[config.mk]
export PLATFORM = sky130hd
export DESIGN_NAME = tacl_timer_channel
export DESIGN_NICKNAME = d
export VERILOG_FILES = /design/src/verilog/tacl_pkg.sv /design/src/verilog/tacl_access_seq.sv /design/src/verilog/tacl_pin_edge.sv /design/src/verilog/tacl_timer_channel.sv
export SDC_FILE = /design/constraint.sdc
export NUM_CORES = 1
export LEC_CHECK = 0
export BUFFER_PORTS_ARGS = -buffer_cell sky130_fd_sc_hd__buf_2
export CORE_MARGIN = 2
export CORE_UTILIZATION = 45
export CTS_BUF_LIST = sky130_fd_sc_hd__clkbuf_16
export DETAILED_ROUTE_END_ITERATION = 12
export PLACE_DENSITY = 0.65
export SLEW_MARGIN = 10
export SYNTH_ARGS = -nofsm -noshare
export SYNTH_HDL_FRONTEND = slang
export SYNTH_SLANG_ARGS = --single-unit
[constraint.sdc]
create_clock -name sys_clk_i -period 3.8 [get_ports sys_clk_i]
set_clock_uncertainty 0.05 [all_clocks]
set_input_delay 0 -clock sys_clk_i [delete_from_list [all_inputs] [get_ports sys_clk_i]]
set_output_delay 0 -clock sys_clk_i [all_outputs]
set_load 0.02 [all_outputs]
[src/verilog/tacl_pkg.sv]
package tacl_pkg;

  // ==========================================================================
  // Data widths and reset values
  // ==========================================================================
  localparam int CNT_W = 16;
  localparam logic [15:0] COUNT_RST = 16'h0000;
  localparam logic [15:0] MATCH_RST = 16'hFFFF;
  localparam logic [15:0] BUFFER_RST = 16'hFFFF;
  localparam logic [15:0] COUNT_MAX = 16'hFFFF;
  localparam logic [15:0] COUNT_MIN = 16'h0000;

  // ==========================================================================
  // Processor access target select
  // ==========================================================================
  localparam logic [1:0] SEL_COUNT = 2'h0;
  localparam logic [1:0] SEL_MATCH = 2'h1;
  localparam logic [1:0] SEL_BUFFER = 2'h2;
  localparam logic [1:0] SEL_STATUS = 2'h3;

  // ==========================================================================
  // Status field positions
  // ==========================================================================
  localparam int STAT_MATCH_BIT = 0;
  localparam int STAT_OVF_BIT = 1;
  localparam int STAT_UDF_BIT = 2;
  localparam int STAT_W = 3;
  localparam logic [2:0] STATUS_RST = 3'h0;

  // ==========================================================================
  // Count source select and internal prescaler
  // ==========================================================================
  localparam logic [1:0] SRC_INTERNAL = 2'h0;
  localparam logic [1:0] SRC_EXT_SINGLE = 2'h1;
  localparam logic [1:0] SRC_EXT_BOTH = 2'h2;
  localparam logic [1:0] SRC_PHASE = 2'h3;
  localparam int PRESC_W = 6;
  localparam logic [5:0] PRESC_RST = 6'h00;

  // ==========================================================================
  // External clock limits, in half states of the peripheral clock
  // ==========================================================================
  localparam int EXT_MIN_SINGLE_HALF = 3;
  localparam int EXT_MIN_BOTH_HALF = 5;
  localparam int PHASE_MIN_GAP_HALF = 3;
  localparam int PHASE_MIN_WIDTH_HALF = 5;

  // Module stop is held asserted from reset until released.
  localparam logic STOP_RST = 1'b1;

  typedef enum logic [2:0] {
    ACC_IDLE = 3'b001,
    ACC_FIRST = 3'b010,
    ACC_SECOND = 3'b100
  } tacl_acc_state_t;

  // Prescaler terminal value: divide by 1, 4, 16 or 64.
  function automatic logic [5:0] presc_limit(input logic [1:0] sel);
    logic [5:0] lim;
    lim = 6'h00;
    case (sel)
      2'h0: lim = 6'h00;
      2'h1: lim = 6'h03;
      2'h2: lim = 6'h0F;
      default: lim = 6'h3F;
    endcase
    return lim;
  endfunction

endpackage

[src/verilog/tacl_access_seq.sv]
`timescale 1ns/10ps
module tacl_access_seq
  import tacl_pkg::*;
(
  input wire logic sys_clk_i,
  input wire logic rst_b_i,
  input wire logic enable_i,
  input wire logic req_i,
  output logic accept_o,
  output logic first_access_state_o,
  output logic second_access_state_o
);

  // ==========================================================================
  // Two-state access sequencer
  // ==========================================================================
  tacl_acc_state_t state_reg;
  tacl_acc_state_t state_next;

  assign accept_o = req_i & enable_i & (state_reg == ACC_IDLE);
  assign first_access_state_o = (state_reg == ACC_FIRST);
  assign second_access_state_o = (state_reg == ACC_SECOND);

  always_comb
  begin
    state_next = state_reg;
    unique case (state_reg)
      ACC_IDLE: state_next = accept_o ? ACC_FIRST : ACC_IDLE;
      ACC_FIRST: state_next = ACC_SECOND;
      ACC_SECOND: state_next = ACC_IDLE;
      default: state_next = ACC_IDLE;
    endcase
  end

  always_ff @(posedge sys_clk_i or negedge rst_b_i)
  begin
    if (!rst_b_i)
      state_reg <= ACC_IDLE;
    else
      state_reg <= state_next;
  end

endmodule

[src/verilog/tacl_pin_edge.sv]
`timescale 1ns/10ps
module tacl_pin_edge
  import tacl_pkg::*;
(
  input wire logic sys_clk_i,
  input wire logic rst_b_i,
  input wire logic pin_i,
  output logic level_o,
  output logic rise_o,
  output logic fall_o
);

  // ==========================================================================
  // Two-stage synchroniser and edge detect
  // ==========================================================================
  // Only the second and third stages feed logic; the first stage may go metastable.
  logic meta_reg;
  logic sync_reg;
  logic prev_reg;

  always_ff @(posedge sys_clk_i or negedge rst_b_i)
  begin
    if (!rst_b_i)
    begin
      meta_reg <= 1'b0;
      sync_reg <= 1'b0;
      prev_reg <= 1'b0;
    end
    else
    begin
      meta_reg <= pin_i;
      sync_reg <= meta_reg;
      prev_reg <= sync_reg;
    end
  end

  assign level_o = sync_reg;
  assign rise_o = sync_reg & ~prev_reg;
  assign fall_o = ~sync_reg & prev_reg;

endmodule

[src/verilog/tacl_timer_channel.sv]
`timescale 1ns/10ps
module tacl_timer_channel
  import tacl_pkg::*;
(
  input wire logic sys_clk_i,
  input wire logic rst_b_i,
  input wire logic module_stop_i,
  input wire logic count_start_i,
  input wire logic [1:0] clock_src_i,
  input wire logic [1:0] presc_sel_i,
  input wire logic clear_on_match_i,
  input wire logic clear_on_capture_i,
  input wire logic capture_mode_i,
  input wire logic buffer_mode_i,
  input wire logic cmp_out_en_i,
  input wire logic overflow_irq_enable_i,
  input wire logic underflow_irq_enable_i,
  input wire logic match_irq_enable_i,
  input wire logic ext_clock_in_a_i,
  input wire logic ext_clock_in_b_i,
  input wire logic capture_pin_i,
  input wire logic xfer_ack_i,
  input wire logic acc_req_i,
  input wire logic acc_we_i,
  input wire logic [1:0] acc_sel_i,
  input wire logic [15:0] acc_wdata_i,
  output logic acc_accept_o,
  output logic acc_done_o,
  output logic [15:0] acc_rdata_o,
  output logic [15:0] count_value_o,
  output logic [15:0] match_capture_o,
  output logic [2:0] timer_status_o,
  output logic overflow_irq_o,
  output logic underflow_irq_o,
  output logic match_irq_o,
  output logic cmp_match_o,
  output logic cc_pin_o,
  output logic cc_pin_oe_o
);

  // ==========================================================================
  // Module stop and access sequencing
  // ==========================================================================
  logic stop_reg;
  logic t1;
  logic t2;
  logic acc_start;
  logic we_reg;
  logic [1:0] sel_reg;
  logic [15:0] wdata_reg;
  logic [15:0] rdata_reg;

  tacl_access_seq u_seq (
    .sys_clk_i(sys_clk_i),
    .rst_b_i(rst_b_i),
    .enable_i(~stop_reg),
    .req_i(acc_req_i),
    .accept_o(acc_start),
    .first_access_state_o(t1),
    .second_access_state_o(t2)
  );

  wire cnt_wr_t2 = t2 & we_reg & (sel_reg == SEL_COUNT);
  wire match_wr_t2 = t2 & we_reg & (sel_reg == SEL_MATCH);
  wire buf_wr_t2 = t2 & we_reg & (sel_reg == SEL_BUFFER);
  wire stat_wr_t2 = t2 & we_reg & (sel_reg == SEL_STATUS);
  wire read_t1 = t1 & ~we_reg;

  // ==========================================================================
  // Pin synchronisers
  // ==========================================================================
  // Pulses narrower than the documented minimum can be missed by the sampler.
  logic a_lvl, a_rise, a_fall;
  logic b_lvl, b_rise, b_fall;
  logic cap_rise;

  tacl_pin_edge u_ext_a (
    .sys_clk_i(sys_clk_i),
    .rst_b_i(rst_b_i),
    .pin_i(ext_clock_in_a_i),
    .level_o(a_lvl),
    .rise_o(a_rise),
    .fall_o(a_fall)
  );

  tacl_pin_edge u_ext_b (
    .sys_clk_i(sys_clk_i),
    .rst_b_i(rst_b_i),
    .pin_i(ext_clock_in_b_i),
    .level_o(b_lvl),
    .rise_o(b_rise),
    .fall_o(b_fall)
  );

  tacl_pin_edge u_cap (
    .sys_clk_i(sys_clk_i),
    .rst_b_i(rst_b_i),
    .pin_i(capture_pin_i),
    .level_o(),
    .rise_o(cap_rise),
    .fall_o()
  );

  // ==========================================================================
  // Count source selection
  // ==========================================================================
  logic [5:0] presc_reg;
  wire run = ~stop_reg & count_start_i;
  wire presc_hit = (presc_reg >= presc_limit(presc_sel_i));
  wire [5:0] presc_next = presc_hit ? PRESC_RST : presc_reg + 6'h01;

  wire phase_up = (a_rise & ~b_lvl) | (a_fall & b_lvl) | (b_rise & a_lvl) | (b_fall & ~a_lvl);
  wire phase_dn = (a_rise & b_lvl) | (a_fall & ~b_lvl) | (b_rise & ~a_lvl) | (b_fall & a_lvl);

  logic src_tick;
  logic count_down;
  always_comb
  begin
    src_tick = 1'b0;
    count_down = 1'b0;
    unique case (clock_src_i)
      SRC_INTERNAL: src_tick = presc_hit;
      SRC_EXT_SINGLE: src_tick = a_rise;
      SRC_EXT_BOTH: src_tick = a_rise | a_fall;
      SRC_PHASE:
      begin
        src_tick = phase_up ^ phase_dn;
        count_down = phase_dn;
      end
    endcase
  end

  // ==========================================================================
  // Counter, compare and capture events
  // ==========================================================================
  logic [15:0] count_reg;
  logic [15:0] match_reg;
  logic [15:0] buffer_reg;
  logic [2:0] status_reg;
  logic [2:0] armed_reg;
  logic cmp_reg;
  logic pin_reg;

  wire tick = run & src_tick;
  wire cap_evt = ~stop_reg & capture_mode_i & cap_rise;
  wire match_hit = ~capture_mode_i & (count_reg == match_reg);
  // A second-state match write masks the match, whether or not the value changes.
  wire cmp_evt = tick & match_hit & ~match_wr_t2;
  wire clr_evt = (cmp_evt & clear_on_match_i) | (cap_evt & clear_on_capture_i);
  wire ovf_evt = tick & ~count_down & (count_reg == COUNT_MAX);
  wire udf_evt = tick & count_down & (count_reg == COUNT_MIN);
  wire ovf_set = ovf_evt & ~clr_evt & ~cnt_wr_t2;
  wire udf_set = udf_evt & ~clr_evt & ~cnt_wr_t2;

  logic [15:0] count_next;
  logic [15:0] match_next;
  logic [15:0] buffer_next;
  always_comb
  begin
    count_next = count_reg;
    if (clr_evt)
      count_next = COUNT_RST;
    else if (cnt_wr_t2)
      count_next = wdata_reg;
    else if (tick)
      count_next = count_down ? count_reg - 16'h0001 : count_reg + 16'h0001;
  end

  always_comb
  begin
    match_next = match_reg;
    if (cap_evt)
      match_next = count_reg;
    else if (match_wr_t2)
      match_next = wdata_reg;
    else if (cmp_evt & buffer_mode_i)
      match_next = buf_wr_t2 ? wdata_reg : buffer_reg;
  end

  always_comb
  begin
    buffer_next = buffer_reg;
    if (cap_evt & buffer_mode_i)
      buffer_next = match_reg;
    else if (buf_wr_t2)
      buffer_next = wdata_reg;
  end

  // ==========================================================================
  // Status flags
  // ==========================================================================
  // Hardware set wins over any clear in the same cycle.
  wire [2:0] set_vec = {udf_set, ovf_set, cmp_evt | cap_evt};
  wire [2:0] clr_vec = ({3{stat_wr_t2}} & ~wdata_reg[2:0] & armed_reg)
    | {2'h0, xfer_ack_i};
  wire [2:0] status_next = (status_reg & ~clr_vec) | set_vec;

  logic [15:0] read_mux;
  always_comb
  begin
    read_mux = 16'h0000;
    unique case (sel_reg)
      SEL_COUNT: read_mux = count_next;
      SEL_MATCH: read_mux = match_next;
      SEL_BUFFER: read_mux = buffer_next;
      SEL_STATUS: read_mux = {13'h0000, status_next};
    endcase
  end

  always_ff @(posedge sys_clk_i or negedge rst_b_i)
  begin
    if (!rst_b_i)
    begin
      stop_reg <= STOP_RST;
      we_reg <= 1'b0;
      sel_reg <= SEL_COUNT;
      wdata_reg <= COUNT_RST;
      rdata_reg <= COUNT_RST;
      presc_reg <= PRESC_RST;
    end
    else
    begin
      stop_reg <= module_stop_i;
      presc_reg <= run ? presc_next : PRESC_RST;
      if (acc_start)
      begin
        we_reg <= acc_we_i;
        sel_reg <= acc_sel_i;
        wdata_reg <= acc_wdata_i;
      end
      if (read_t1)
        rdata_reg <= read_mux;
    end
  end

  always_ff @(posedge sys_clk_i or negedge rst_b_i)
  begin
    if (!rst_b_i)
    begin
      count_reg <= COUNT_RST;
      match_reg <= MATCH_RST;
      buffer_reg <= BUFFER_RST;
      status_reg <= STATUS_RST;
      armed_reg <= STATUS_RST;
      cmp_reg <= 1'b0;
      pin_reg <= 1'b0;
    end
    else
    begin
      count_reg <= count_next;
      match_reg <= match_next;
      buffer_reg <= buffer_next;
      status_reg <= status_next;
      if (read_t1 && sel_reg == SEL_STATUS)
        armed_reg <= status_reg;
      else
        armed_reg <= armed_reg & ~clr_vec & status_next;
      cmp_reg <= cmp_evt;
      if (cmp_evt)
        pin_reg <= ~pin_reg;
    end
  end

  // ==========================================================================
  // Outputs
  // ==========================================================================
  assign acc_accept_o = acc_start;
  assign acc_done_o = t2;
  assign acc_rdata_o = rdata_reg;
  assign count_value_o = count_reg;
  assign match_capture_o = match_reg;
  assign timer_status_o = status_reg;
  assign overflow_irq_o = status_reg[STAT_OVF_BIT] & overflow_irq_enable_i;
  assign underflow_irq_o = status_reg[STAT_UDF_BIT] & underflow_irq_enable_i;
  assign match_irq_o = status_reg[STAT_MATCH_BIT] & match_irq_enable_i;
  assign cmp_match_o = cmp_reg;
  assign cc_pin_o = pin_reg;
  // The pad is shared with an external clock input, so output is dropped then.
  assign cc_pin_oe_o = cmp_out_en_i & ~capture_mode_i & (clock_src_i == SRC_INTERNAL);

  // ==========================================================================
  // Checks
  // ==========================================================================
  stop_blocks_access_a: assert property (@(posedge sys_clk_i) disable iff (!rst_b_i)
    stop_reg |-> !acc_accept_o) else $error("access accepted while stopped");

  match_clears_count_a: assert property (@(posedge sys_clk_i) disable iff (!rst_b_i)
    (cmp_evt && clear_on_match_i) |=> (count_reg == 16'h0000))
    else $error("compare match did not clear the counter");

  clear_beats_write_a: assert property (@(posedge sys_clk_i) disable iff (!rst_b_i)
    (cnt_wr_t2 && clr_evt) |=> (count_reg == 16'h0000))
    else $error("counter write overrode a clear");

  write_beats_tick_a: assert property (@(posedge sys_clk_i) disable iff (!rst_b_i)
    (cnt_wr_t2 && !clr_evt) |=> (count_reg == $past(wdata_reg)))
    else $error("counter write lost");

  match_write_mask_a: assert property (@(posedge sys_clk_i) disable iff (!rst_b_i)
    match_wr_t2 |=> !cmp_match_o) else $error("compare match during match write");

  capture_read_a: assert property (@(posedge sys_clk_i) disable iff (!rst_b_i)
    (read_t1 && cap_evt && sel_reg == SEL_MATCH) |=> ##1 (acc_done_o == 1'b0)
      && (acc_rdata_o == $past(count_reg, 2)))
    else $error("read missed captured value");

  capture_beats_write_a: assert property (@(posedge sys_clk_i) disable iff (!rst_b_i)
    (match_wr_t2 && cap_evt) |=> (match_reg == $past(count_reg)))
    else $error("match write overrode a capture");

  clear_hides_ovf_a: assert property (@(posedge sys_clk_i) disable iff (!rst_b_i)
    (ovf_evt && clr_evt && !status_reg[STAT_OVF_BIT]) |=> !status_reg[STAT_OVF_BIT])
    else $error("overflow flagged despite clear");

  ovf_request_a: assert property (@(posedge sys_clk_i) disable iff (!rst_b_i)
    (ovf_set && overflow_irq_enable_i) |=> overflow_irq_o || !overflow_irq_enable_i)
    else $error("overflow request missing");

  access_two_states_a: assert property (@(posedge sys_clk_i) disable iff (!rst_b_i)
    acc_accept_o |=> t1 ##1 (t2 && acc_done_o)) else $error("access not two states");

endmodule
# == Word level (Yosys, flattened, before mapping) ==
# Index checks and enable logic that the tools add are counted.
# word_totals
register_bits,110
in_bits,40
output_inout_bits,59
# classes
addsub,3
magnitude_cmp,1
eq_ne,13
mux,18
bitwise_logic,77
n_reduce_logical,5
# op_table
op,n
$mux 16,9
$pmux 16 s4,1
$and 1x1->1,45
$pmux 6 s3,1
$add 16x1->16 const B,1
$eq 16x16->1,1
$eq 16x16->1 const B,1
$logic_not 16->1,1
$sub 16x1->16 const B,1
$and 3x3->3,5
$not 1->1,13
$mux 6,2
$eq 2x2->1 const B,5
$or 1x1->1,9
$add 6x1->6 const B,1
$eq 2x1->1 const B,3
$ge 6x6->1,1
$logic_not 2->1,3
$not 3->3,2
$pmux 3 s2,1
$pmux 1 s4,1
$eq 3x1->1 const B,1
$eq 3x2->1 const B,1
$eq 3x3->1 const B,1
7 further kinds,7

# == Logic depth before layout (Yosys ltp) ==
# depth
depth_word,19
depth_mapped,15
ltp_nobuf,15

# == By module ==
# A second synthesis with hierarchy kept.
# hier_totals
cells_unflattened,748
hier_area_um2,6747.7
# by_module_without_submodules
module,instances,cells_each,area_each_um2,seq_area_each_um2
tacl_timer_channel,1,722,6356.1,2493.6
tacl_pin_edge,3,5,90.1,75.1
tacl_access_seq,1,11,121.4,76.3

# == Least setup slack after synthesis ==
# No wires, ideal clock.
# synth_timing
kind,reg-to-reg
start,register u_ext_a.sync_reg (netlist: u_ext_a.level_o)
end,register rdata_reg[14] (netlist: acc_rdata_o[14])
setup_time_ns,0.082
t_arrival_ns,3.267
t_required_ns,3.668
path_slack_ns,0.401
path_stages_with_launch,15
synth_period_minus_slack_ns,3.399
path_cell_list,dfrtp_1 inv_1 ha_1 a211o_1 nand4_1 inv_1 ha_1 a21o_1 a21oi_1 o21ai_0 nand2_1 a311oi_1 o21a_1 or4b_1 a31oi_1
# synth_between
elab_chain_cells,16
# synth_lines
item,line_no,text
from (decl),tacl_pin_edge.sv:18,logic sync_reg;
from (signal assigned),tacl_pin_edge.sv:32,sync_reg <= meta_reg;
$not 1->1,"tacl_pin_edge.sv:39, tacl_timer_channel.sv:112, tacl_timer_channel.sv:113",
$and 1x1->1,tacl_pin_edge.sv:39,assign fall_o = ~sync_reg & prev_reg;
"$and 1x1->1, on equally long branches","tacl_timer_channel.sv:112, tacl_timer_channel.sv:113",
"$or 1x1->1, on equally long branches (3 in series)","tacl_timer_channel.sv:112, tacl_timer_channel.sv:113",
$xor 1x1->1,tacl_timer_channel.sv:127,src_tick = phase_up ^ phase_dn;
$pmux 1 s4,tacl_timer_channel.sv:121,unique case (clock_src_i)
$and 1x1->1,tacl_timer_channel.sv:144,wire tick = run & src_tick;
$and 1x1->1 (2 in series),tacl_timer_channel.sv:148,wire cmp_evt = tick & match_hit & ~match_wr_t2;
$and 1x1->1,tacl_timer_channel.sv:176,else if (cmp_evt & buffer_mode_i)
$mux 16,tacl_timer_channel.sv:176,
$mux 16,tacl_timer_channel.sv:174,else if (match_wr_t2)
$mux 16,tacl_timer_channel.sv:172,if (cap_evt)
$pmux 16 s4 *,tacl_timer_channel.sv:202,unique case (sel_reg)
to (signal assigned),tacl_timer_channel.sv:232,rdata_reg <= read_mux;
to (decl),tacl_timer_channel.sv:51,logic [15:0] rdata_reg;
# Every way passes the cells marked *; elsewhere a longest branch is shown, timed or not.
# A chain may end at the register's enable or synchronous reset.

# == Worst setup path in the final report ==
# layout_timing
start,register u_ext_a.sync_reg (netlist: u_ext_a.level_o)
end,register rdata_reg[12] (netlist: acc_rdata_o[12])
# The elaborated chain is that of the path after synthesis.

==> qor.txt <==
CTS tree: built
R2R cell count: 15
N_diodes: 0
Die width: 127 um
Antenna Nets Post-Route: 0
Min-delay src: count_start_i
Net Count, Synth: 825
Fillcell total: 1258
Final setup viols: 0
Worst Tran Pin Value: 770 ps
Placement Setup Slack: 7.65 ps
DR WL/cell: 21.1 um
Final setup margin: 134 ps
Pwr dens: 650 mW/mm^2
Tcrit/Tclk final: 96.5%
Clock sink count: 110
Worst Setup SP: u_ext_a.level_o$_DFF_PN0_
CP cell instances: inv_1 > ha_1 > a211o_1 > nand4_1 > clkinvlp_4 > buf_4 > ha_1 > nor2b_1 > o2111a_1 > nand4bb_4 > a31o_2 > a21oi_1 > mux2i_1 > a21oi_1 > o31ai_1
Via count: 6679
Clock Path Buffers: 2
Asr flop ratio synth: 100%
TritonCTS buffer count: 9
GRT Total Usage: 29.3%
Multi-input gate area in the final layout: 0.00380 sq mm
Initial DRC count: 732
CP arrival: 3860 ps
Post-synth EDFFs: 0
Count of TritonRoute iterations in the first routing pass: 5
Initial Utilization: 46.3%
Syn Std Cell Area: 0.00676 sq mm
Die footprint: 0.0160 sq mm
DPL Wire Length: 17.1 mm
Slew Limit Fails: 0
Clk root buf: clkbuf_16
Layout area overhead: 23.0%
Setup slack, reg-to-reg: 130 ps
Crit path max fanout: 5
Reg2Reg Capture Point: acc_rdata_o[12]$_DFFE_PN0P_
Grt total ovfl: 0
Share of the yosys chip area belonging to registers: 41.4%
Crit end category: flop
Clk slew on worst S/H paths: 70 ps
I/O Buffers: 98
Clk Latency, worst-skew pair: 370 ps
Top_reg_cell synth: dfrtp_1
Vias in the first global route: 6497
Largest cells by area after synthesis: dfrtp_1 (28%), dfstp_2 (13%), nand2_1 (7.1%)
Area of the core: 0.0146 sq mm
Synth cell count leaders: nand2_1 (127), dfrtp_1 (76), nor2_1 (65)
Nets: 972
LEAKAGE: 3.93 nW
Post-route minimum period: 3670 ps
Initial antenna violation count: 0
First-pass GRT wire length: 36.4 mm
Most frequent cell after synthesis: nand2_1
Worst Setup EP: acc_rdata_o[12]$_DFFE_PN0P_
Worst r2r src: u_ext_a.level_o$_DFF_PN0_
Synth Warn #: 0
Share of cells above drive strength 1: 24.6%
Worst Path Required: 3990 ps
Vias per inst: 6.09
CTS H-tree depth: 3
Final Hold Fails: 0
# rows: 44
Worst slew margin relative to its limit: 48.6%
Final Hold Slack: 37.5 ps
Synthesized instance count: 761
Setup tns final: 0 ps
Gpl congestion: 0.948
IO Count: 99
Register Area: 0.00280 sq mm
Status: completed
CP Class: flop to flop
Total Wirelength: 23.2 mm
Slowest stage delay, CP: 410 ps
Avg Cell Area, Syn: 8.88 sq um
Pin count of the biggest net entering global routing: 45
Synth unique cells: 75
Area leader, netlist: dfrtp_1
Top cell type's share of synthesized area: 28.1%
Seq cells post-synth: 110
Slowest-stage cell, CP: dfrtp_2
Final Total Pwr: 5.40 mW
Util after Layout: 57.0%
Worst hold path class: input pin to flop
Maximum vdd ir drop: 0.414 mV
Peak Freq: 0.273 GHz
Max Cap Violations: 0
Die height: 127 um
DRC viols: 0
Startpoint types: flop
[layout make-up]
class	count	area share, %
inverter	22	1.04
multi-input combinational	592	45.8
timing repair buffer	172	13.4
sequential	110	33.6
timing repair inverter	1	0.0903
clock buffer	9	2.71
clock inverter	7	0.617
tap	184	2.77
[worst max-delay path: cells and delay by family (launching register included)]
kind	cells	cell delay, ps
flops	1	410
mux	1	250
buf+inv	3	410
compound gates	6	1350
simple gates	3	540
fa+ha+maj	2	550
[layer usage]
metal  share of wire [%]  routed length, um  vias to the layer above  GRT usage [%]
li1                    -                  -                     3044              -
met1                  43               9910                     3212           41.8
met2                  46              10700                      385           45.9
met3                 9.6               2220                       38           6.20
met4                 1.6                364                        0           6.72
met5                   0                  0                        -              0
[cells in the final DEF, fill, tap and decap left out, drive strengths merged, types with 18 or more instances in the layout]
cell           n
buf          147
nand2        127
dfrtp         76
nor2          65
a21oi         45
o21ai         40
dfstp         34
dlygate4sd3   25
inv           24
ha            23
mux2i         22
xnor2         21
nand3         18
[power by group]
part	switching [mW]	internal (mW)
clock	0.475	0.450
sequential	0.412	1.60
combinational	1.49	0.976
[worst min-delay path by stage]
stage | end | slack (ps) | cells after the start
2_1_floorplan | acc_rdata_o[0]$_DFFE_PN0P_ | -350 | 0
6_report | presc_reg[0]$_DFF_PN0_ | 40 | 3
4_1_cts | presc_reg[0]$_DFF_PN0_ | 40 | 3
3_3_place_gp | count_value_o[6]$_DFF_PN0_ | -70 | 1
3_5_place_dp | wdata_reg[6]$_DFFE_PN0P_ | -60 | 1
5_1_grt | presc_reg[2]$_DFF_PN0_ | 70 | 3
[stage by stage]
stage / cells / cell area (sq um)
6_report: 1097 / 8310
5_1_grt: 1097 / 8310
2_1_floorplan: 761 / 6760
3_3_place_gp: 1044 / 7620
3_5_place_dp: 1044 / 7620
4_1_cts: 1085 / 8140
[timing repair]
action                                 in CTS  in global routing
setup endpoints to repair                   0                 12
endpoints found under the hold margin      56                  0
setup buffers                               0                 11
hold buffers                               25                  0
gates resized for setup                     0                 17
[cells by family (layout without fill, tap and decap cells)]
kind of cell               after synthesis  in the layout  share of synthesized area, %
muxes                                   25             25                          3.76
xor gates and xnor gates                34             34                          4.41
adders and majority gates               24             24                          4.55
DFF                                    110            110                          41.4
buffers and inverters                   59            211                          3.68
AOI/OAI and AO/OA                      206            206                          20.9
and+or+nand+nor                        303            303                          21.3
No activity file was read; power rests on OpenSTA's default activity.
